<file path="src/rtl/cmc_pkg.sv">
package cmc_pkg;

    localparam int CMC_ADDR_W = 8;
    localparam int CMC_DATA_W = 32;
    localparam int CMC_EVT_W = 2;

    // Register offsets
    localparam logic [7:0] CMC_OFF_MODE2 = 8'h00;
    localparam logic [7:0] CMC_OFF_STATUS = 8'h04;
    localparam logic [7:0] CMC_OFF_MASK = 8'h08;
    localparam logic [7:0] CMC_OFF_NEST = 8'h0C;

    // Mode control two field positions
    localparam int CMC_BIT_UNALIGNED_EN = 21;
    localparam int CMC_BIT_ILLEGAL_EN = 20;
    localparam int CMC_BIT_CACHE_FREEZE = 19;
    localparam int CMC_BIT_SLOW_LOOP = 7;
    localparam int CMC_BIT_TIMER_RUN = 5;
    localparam int CMC_BIT_CACHE_DISABLE = 4;
    localparam int CMC_BIT_SELF_NEST = 0;

    localparam logic [31:0] CMC_MODE2_WMASK = 32'h003800B1;
    localparam logic [31:0] CMC_MODE2_RESET = 32'h00000000;

    // Sticky status and mask field positions
    localparam int CMC_EVT_UNALIGNED = 0;
    localparam int CMC_EVT_ILLEGAL = 1;
    localparam logic [1:0] CMC_EVT_RESET = 2'h0;

    // Nesting state readback field positions
    localparam int CMC_NEST_LATCHED = 0;
    localparam int CMC_NEST_EVENT_MASK = 1;
    localparam int CMC_NEST_LOWER_MASK = 2;

    function automatic logic cmc_hit(input logic [7:0] addr, input logic [7:0] off);
        return addr == off;
    endfunction : cmc_hit

endpackage : cmc_pkg

</file>
<file path="src/rtl/cmc_event_nest.sv">
`timescale 1ns/1ps
module cmc_event_nest
    import cmc_pkg::*;
(
    input wire logic clk_sys,
    input wire logic resetn,
    input wire logic self_nest_enable,
    input wire logic global_interrupt_enable,
    input wire logic nested_interrupt_enable,
    input wire logic system_event_irq_req,
    input wire logic system_event_irq_ack,
    input wire logic event_in_service,
    input wire logic higher_in_service,
    output logic latched_q,
    output logic event_mask_q,
    output logic lower_mask_q
);

    logic latched_d;
    logic event_mask_d;
    logic lower_mask_d;
    logic nest_open;

    always_comb begin
        nest_open = self_nest_enable & global_interrupt_enable & nested_interrupt_enable;
        // New request latches unless in service without self nesting; set beats ack
        latched_d = (system_event_irq_req & (~event_in_service | self_nest_enable)) |
                    (latched_q & ~system_event_irq_ack);
        // In service: stays open only in full nesting mode and not preempted
        event_mask_d = event_in_service & (higher_in_service | ~nest_open);
        lower_mask_d = event_in_service;
    end

    always_ff @(posedge clk_sys or negedge resetn) begin
        if (!resetn) begin
            latched_q <= 1'h0;
            event_mask_q <= 1'h0;
            lower_mask_q <= 1'h0;
        end else begin
            latched_q <= latched_d;
            event_mask_q <= event_mask_d;
            lower_mask_q <= lower_mask_d;
        end
    end
endmodule : cmc_event_nest

</file>
<file path="src/rtl/cmc_mode_ctrl.sv">
`timescale 1ns/1ps
module cmc_mode_ctrl
    import cmc_pkg::*;
(
    input wire logic clk_sys,
    input wire logic resetn,
    input wire logic [7:0] reg_addr,
    input wire logic [31:0] reg_wdata,
    input wire logic reg_wr,
    input wire logic reg_rd,
    output logic [31:0] reg_rdata,
    input wire logic long_access_unaligned,
    input wire logic illegal_reg_access,
    input wire logic loop_opcode_early,
    input wire logic global_interrupt_enable,
    input wire logic nested_interrupt_enable,
    input wire logic system_event_irq_req,
    input wire logic system_event_irq_ack,
    input wire logic event_in_service,
    input wire logic higher_in_service,
    output logic conflict_cache_freeze,
    output logic conflict_cache_disable,
    output logic cache_fill_allow,
    output logic slow_loop_debug,
    output logic late_stage_loop_mode,
    output logic core_timer_run,
    output logic event_irq_self_nest_enable,
    output logic system_event_irq_latched,
    output logic system_event_irq_masked,
    output logic lower_irq_masked,
    output logic irq
);

    logic [31:0] mode_q;
    logic [31:0] mode_d;
    logic [1:0] status_q;
    logic [1:0] status_d;
    logic [1:0] mask_q;
    logic [1:0] mask_d;
    logic [1:0] evt_set;
    logic [31:0] rdata_q;
    logic [31:0] rdata_d;
    logic irq_q;
    logic irq_d;
    logic fill_q;
    logic fill_d;
    logic late_q;
    logic late_d;
    logic nest_latched;
    logic nest_event_mask;
    logic nest_lower_mask;
    logic wr_mode;
    logic wr_status;
    logic wr_mask;

    // Register writes and sticky events
    always_comb begin
        wr_mode = reg_wr & cmc_hit(reg_addr, CMC_OFF_MODE2);
        wr_status = reg_wr & cmc_hit(reg_addr, CMC_OFF_STATUS);
        wr_mask = reg_wr & cmc_hit(reg_addr, CMC_OFF_MASK);
        mode_d = mode_q;
        if (wr_mode) begin
            mode_d = reg_wdata & CMC_MODE2_WMASK;
        end
        evt_set = '0;
        evt_set[CMC_EVT_UNALIGNED] = long_access_unaligned & mode_q[CMC_BIT_UNALIGNED_EN];
        evt_set[CMC_EVT_ILLEGAL] = illegal_reg_access & mode_q[CMC_BIT_ILLEGAL_EN];
        // Write one clears, a new event in the same cycle wins
        status_d = status_q;
        if (wr_status) begin
            status_d = status_q & ~reg_wdata[1:0];
        end
        status_d = status_d | evt_set;
        mask_d = mask_q;
        if (wr_mask) begin
            mask_d = reg_wdata[1:0];
        end
        irq_d = |(status_d & mask_d);
    end

    always_ff @(posedge clk_sys or negedge resetn) begin
        if (!resetn) begin
            mode_q <= CMC_MODE2_RESET;
            status_q <= CMC_EVT_RESET;
            mask_q <= CMC_EVT_RESET;
            irq_q <= 1'h0;
        end else begin
            mode_q <= mode_d;
            status_q <= status_d;
            mask_q <= mask_d;
            irq_q <= irq_d;
        end
    end

    // Derived control for cache and loop sequencer
    always_comb begin
        fill_d = ~mode_d[CMC_BIT_CACHE_FREEZE] & ~mode_d[CMC_BIT_CACHE_DISABLE];
        late_d = mode_q[CMC_BIT_SLOW_LOOP] | ~loop_opcode_early;
    end

    always_ff @(posedge clk_sys or negedge resetn) begin
        if (!resetn) begin
            fill_q <= 1'h1;
            late_q <= 1'h1;
        end else begin
            fill_q <= fill_d;
            late_q <= late_d;
        end
    end

    // Read port, data valid only in the cycle after the strobe
    always_comb begin
        rdata_d = '0;
        if (reg_rd) begin
            if (cmc_hit(reg_addr, CMC_OFF_MODE2)) begin
                rdata_d = mode_q & CMC_MODE2_WMASK;
            end else if (cmc_hit(reg_addr, CMC_OFF_STATUS)) begin
                rdata_d[1:0] = status_q;
            end else if (cmc_hit(reg_addr, CMC_OFF_MASK)) begin
                rdata_d[1:0] = mask_q;
            end else if (cmc_hit(reg_addr, CMC_OFF_NEST)) begin
                rdata_d[CMC_NEST_LATCHED] = nest_latched;
                rdata_d[CMC_NEST_EVENT_MASK] = nest_event_mask;
                rdata_d[CMC_NEST_LOWER_MASK] = nest_lower_mask;
            end
        end
    end

    always_ff @(posedge clk_sys or negedge resetn) begin
        if (!resetn) begin
            rdata_q <= '0;
        end else begin
            rdata_q <= rdata_d;
        end
    end

    cmc_event_nest u_nest (
        .clk_sys(clk_sys),
        .resetn(resetn),
        .self_nest_enable(mode_q[CMC_BIT_SELF_NEST]),
        .global_interrupt_enable(global_interrupt_enable),
        .nested_interrupt_enable(nested_interrupt_enable),
        .system_event_irq_req(system_event_irq_req),
        .system_event_irq_ack(system_event_irq_ack),
        .event_in_service(event_in_service),
        .higher_in_service(higher_in_service),
        .latched_q(nest_latched),
        .event_mask_q(nest_event_mask),
        .lower_mask_q(nest_lower_mask)
    );

    assign reg_rdata = rdata_q;
    assign conflict_cache_freeze = mode_q[CMC_BIT_CACHE_FREEZE];
    assign conflict_cache_disable = mode_q[CMC_BIT_CACHE_DISABLE];
    assign cache_fill_allow = fill_q;
    assign slow_loop_debug = mode_q[CMC_BIT_SLOW_LOOP];
    assign late_stage_loop_mode = late_q;
    assign core_timer_run = mode_q[CMC_BIT_TIMER_RUN];
    assign event_irq_self_nest_enable = mode_q[CMC_BIT_SELF_NEST];
    assign system_event_irq_latched = nest_latched;
    assign system_event_irq_masked = nest_event_mask;
    assign lower_irq_masked = nest_lower_mask;
    assign irq = irq_q;
endmodule : cmc_mode_ctrl

</file>
<file path="config.mk">
export PLATFORM = sky130hd
export DESIGN_NAME = cmc_mode_ctrl
export DESIGN_NICKNAME = d
export VERILOG_FILES = /design/src/rtl/cmc_pkg.sv /design/src/rtl/cmc_event_nest.sv /design/src/rtl/cmc_mode_ctrl.sv
export SDC_FILE = /design/constraint.sdc
export NUM_CORES = 1
export LEC_CHECK = 0
export ABC_CLOCK_PERIOD_IN_PS = 1600
export BUFFER_PORTS_ARGS = -buffer_cell sky130_fd_sc_hd__clkbuf_2
export CORE_MARGIN = 2
export CORE_UTILIZATION = 33
export DETAILED_ROUTE_END_ITERATION = 6
export PLACE_DENSITY = 0.69
export RECOVER_POWER = 25
export SYNTH_ARGS = -nofsm -noshare
export SYNTH_HDL_FRONTEND = slang
export SYNTH_SLANG_ARGS = --single-unit
</file>
<file path="constraint.sdc">
create_clock -name clk_sys -period 1.6 [get_ports clk_sys]
set_clock_uncertainty 0.15 [all_clocks]
set_input_delay 0.08 -clock clk_sys [delete_from_list [all_inputs] [get_ports clk_sys]]
set_output_delay 0.08 -clock clk_sys [all_outputs]
set_load 0.005 [all_outputs]
</file>
After elaboration in Yosys (flattened, before gate mapping)
Cells that the tools add are included.
Word-level totals
  bits in registers: 49
  input bits: 53
  output and inout port bits: 43
Operators by class
  eq/ne operators: 3
  multiplexer cells: 11
  bitwise operators: 25
  reduce and logical (&&, ||, !) cells: 2
Operators with widths (count)
  2-to-1 mux 32 bit: 1
  2-to-1 mux 20 bit: 1
  2-to-1 mux 19 bit: 1
  equality test 8 x 4 -> 1 bit (second input constant): 2
  bitwise AND 1 bit: 11
  equality test 8 x 3 -> 1 bit (second input constant): 1
  zero test 8 bit: 1
  2-to-1 mux 2 bit: 4
  2-to-1 mux 3 bit: 2
  inverter 1 bit: 6
  bitwise AND 2 bit: 2
  OR 1 bit: 4
  2-to-1 mux 1 bit: 2
  inverter 2 bit: 1
  OR 2 bit: 1
  OR reduction 2 bit: 1

Longest topological paths before layout
  depth in word-level cells: 6
  mapped depth: 5
  gate-level depth less buffers: 4

Cells and area by module
Synthesis repeated with hierarchy kept, for this count alone.
Unflattened totals
  cells, all modules: 98
  area, all modules: 1222.4 um^2
By module, submodules not included
  cmc_mode_ctrl: instances 1, cells each 90, area each 1113.6 um^2, sequential area each 578.1 um^2
  cmc_event_nest: instances 1, cells each 8, area each 108.9 um^2, sequential area each 75.1 um^2

Worst setup path after synthesis
Ideal clock, no wire load.
  path type: input port to flip-flop
  start: input reg_addr[5]
  end: register irq_q, in the netlist irq
  library setup time: 121 ps
  data arrival time: 1229 ps
  required time: 1329 ps
  slack: 100 ps
  stages: 4
  path buffers: 0
  cell sequence: nor4_4 and4_1 mux2_2 a22o_1
Between the ends
  elaborated cells between the ends (all ways): 9
  those cells by class: 2 x eq/ne; 2 x mux; 4 x bitwise; 1 x reduce/logical
RTL lines
  start: declaration: line cmc_mode_ctrl.sv:7  | input wire logic [7:0] reg_addr,
  equality test 8 x 4 -> 1 bit: line cmc_pkg.sv:36  | return addr == off;
  bitwise AND 1 bit: line cmc_mode_ctrl.sv:60  | wr_mask = reg_wr & cmc_hit(reg_addr, CMC_OFF_MASK);
  2-to-1 mux 2 bit: line cmc_mode_ctrl.sv:75  | if (wr_mask) begin
  via mask_d[0]: line cmc_mode_ctrl.sv:39  | logic [1:0] mask_d;
  bitwise AND 2 bit: line cmc_mode_ctrl.sv:78  | irq_d = |(status_d & mask_d);
  OR reduction 2 bit: line cmc_mode_ctrl.sv:78
  via irq_d: line cmc_mode_ctrl.sv:44  | logic irq_d;
  end signal: assignment: line cmc_mode_ctrl.sv:91  | irq_q <= irq_d;
  end: declaration: line cmc_mode_ctrl.sv:43  | logic irq_q;
The timed path passes the listed nets, and every way through them passes these cells.
A chain may end at the register's enable or synchronous reset.

Worst setup path in the final report
  start: input reg_addr[3]
  end: register irq_q, in the netlist irq
Same word-level chain as after synthesis.

==> results.yml <==
power_and_ir_drop:
  power_density_nw_per_um2: 848
  leakage_nw: 0.924
  peakVddDrop_mv: 0.357
logic_synthesis:
  synth-simple-area-share_pct: 14.6
  postSynthCellCount: 99
  syn_area_per_cell_sq_um: 12.3
  synth_compound_area_share_pct: 4.72
  syn_area_sq_um: 1220
  synth_edf_count: 0
  synth-seq-cells: 26
  synth_mux_area_share_pct: 11.4
  ys_seq_area_share_pct: 53.6
  yosys_warnings: 0
  synth_top_family_by_area: "buffers and inverters"
  synthXorXnorAreaFrac_pct: 0
  yosys_most_used_dff: "dfrtp_1"
  ys_types: 25
  synth-async-reset-ratio_pct: 100
  synthAdderAreaFrac_pct: 0
worst_setup_path:
  cp-startpoint: "reg_addr[3]"
  worstSetupEndpointType: "flop"
  critPathArrivalTime_ps: 1570
  rrSetupSlack_ps: 100
  worstReg2RegEnd: "u_nest.latched_q$_DFF_PN0_"
  crit_required_ps: 1610
  r2r_start: "mode_q[0]$_DFFE_PN0P_"
  reg2reg_depth: 3
  critPathMaxFanout: 9
  endpoint: "irq$_DFF_PN0_"
  critical_path_class: "in -> reg"
  startpoint_type: "input port"
hold_path:
  hold_path_class: "in -> reg"
sta:
  max_slew_margin_pct: 58.7
  hold_violations: 0
  fin_crit_ps: 1560
  grt_setup_unrepaired: "false"
  tightest_slew_ps: 620
  fmax_mhz: 642
  setup_viol: 0
  worst_slack_ps: 41.9
  fin_tns_setup_ps: 0
  holdWs_ps: 17.4
  slew_violations: 0
  period_share_pct: 97.4
global_route:
  gr-total-overflow: 0
  grt.total_usage_pct: 11.8
  first_global_vias: 863
  grt_max_degree: 27
  grt_pass1_wl_um: 3780
  antenna_found_initial: 0
finish:
  nFillCells: 345
  drive_gt1_share_pct: 37.2
  fin_nets: 226
  fin_util_pct: 47.7
  syn2layout_area_growth_pct: 41.3
  multiInputGateArea_sq_um: 463
  layout.cells.most_common: "clkbuf_2"
  final_cell_mix: "39 x clkbuf_2, 24 x dfrtp_1, 23 x conb_1"
  antenna_cells: 0
  regArea_sq_um: 653
route:
  vias: 933
  drt_first_pass_iters: 4
  first_iter_violations: 47
  drcViolationCount: 0
  wirelength_um: 2500
  viasPerCell: 4.24
  wl_per_cell_um: 11.3
  ant_nets: 0
placement:
  place_hpwl_um: 1660
  routabilityCongestion: 0.773
  port_buffers: 48
  post-place-ws_ps: 13.4
clock_network:
  path_clk_slew_ps: 80
  cts_buffer_depth: 2
  clkLatencyLatePin_ps: 270
  cts_tree: "built"
  h-tree-depth: 1
  cts_buffers: 3
  cts_sinks: 26
  cts-root-buf: "clkbuf_8"
  post_cts_buffers: 0
die:
  io-pin-count: 96
  start_util_pct: 33.8
  die_h_um: 64.8
  core-area_sq_um: 3610
  dieArea_sq_um: 4200
  rows: 22
  die_w_um: 64.8
run_status:
  status: "finished, final reports clean"
flow_run:
  max-cap-violations: 0
==> layer usage <==
layer	track usage, %	vias to the layer above	routed length [um]
met3	2.26	7	187
met2	21.0	46	1300
li1	-	440	-
met1	13.2	440	950
met5	0	-	0
met4	6.65	0	59
==> final cells by class <==
cell class / instances / area share, %
multi-input cells: 68 / 26.9
repair buffers: 71 / 26.9
inverters: 3 / 0.654
clock buffers: 3 / 2.40
clock inverters: 1 / 1.74
flip-flops and latches: 26 / 37.9
well taps: 48 / 3.49
==> per-stage QoR <==
stage	area [sq um]	cells	total power [mW]
6_report	1720	220	1.46
5_1_grt	1720	220	1.52
4_1_cts	1730	220	1.48
2_1_floorplan	1300	121	0.849
3_3_place_gp	1470	197	0.897
3_5_place_dp	1470	197	0.902
==> worst min path at each step <==
stage,from,end,cells after the start
2_1_floorplan,resetn,irq$_DFF_PN0_,0
3_3_place_gp,resetn,reg_rdata[5]$_DFF_PN0_,1
3_5_place_dp,resetn,reg_rdata[7]$_DFF_PN0_,1
4_1_cts,reg_addr[0],reg_rdata[0]$_DFF_PN0_,4
5_1_grt,reg_addr[2],reg_rdata[2]$_DFF_PN0_,4
6_report,reg_addr[0],reg_rdata[0]$_DFF_PN0_,4
==> cell families (layout without fill, tap and decap cells) <==
kind of cell | after synthesis | count (layout)
mux | 11 | 11
buf+inv | 27 | 78
flops | 26 | 26
simple gates | 26 | 26
other cells | 1 | 23
compound gates | 8 | 8
==> synth_stat cells, types with 2 or more instances <==
| library cell | n | area, sq um |
|---|---|---|
| mux2_2 | 10 | 113 |
| inv_1 | 3 | 11.3 |
| a22o_1 | 3 | 26.3 |
| nand3_1 | 4 | 20.0 |
| and2_1 | 6 | 37.5 |
| dfstp_2 | 2 | 52.6 |
| nor2_1 | 5 | 18.8 |
| buf_4 | 23 | 173 |
| dfrtp_1 | 24 | 601 |
| and4b_1 | 2 | 20.0 |
| nand2_1 | 2 | 7.51 |
| o21ai_0 | 2 | 10.0 |
==> state kept, by name, summed over array words and instances, names as in the netlist <==
| name | flops |
|---|---|
| mask_q | 2 |
| cache_fill_allow | 1 |
| mode_q | 7 |
| u_nest.latched_q | 1 |
| irq | 1 |
| status_q | 2 |
| u_nest.lower_mask_q | 1 |
| reg_rdata | 9 |
| late_stage_loop_mode | 1 |
| u_nest.event_mask_q | 1 |
==> worst max-delay path, stage by stage <==
cell	delay, ps
dlygate4sd3_1	520
buf_2	180
and4_4	240
mux2_2	340
a22o_1	210
==> what timing repair did <==
item,in CTS,in global routing
hold buffers,19,0
resized for setup,0,2
setup endpoints to repair,0,1
hold endpoints to repair,43,0
==> report_power, final <==
group	switching (mW)	internal [mW]
Clock	0.196	0.335
Sequential	0.0249	0.699
Combinational	0.0911	0.113
(Power assumes the default switching activity.)
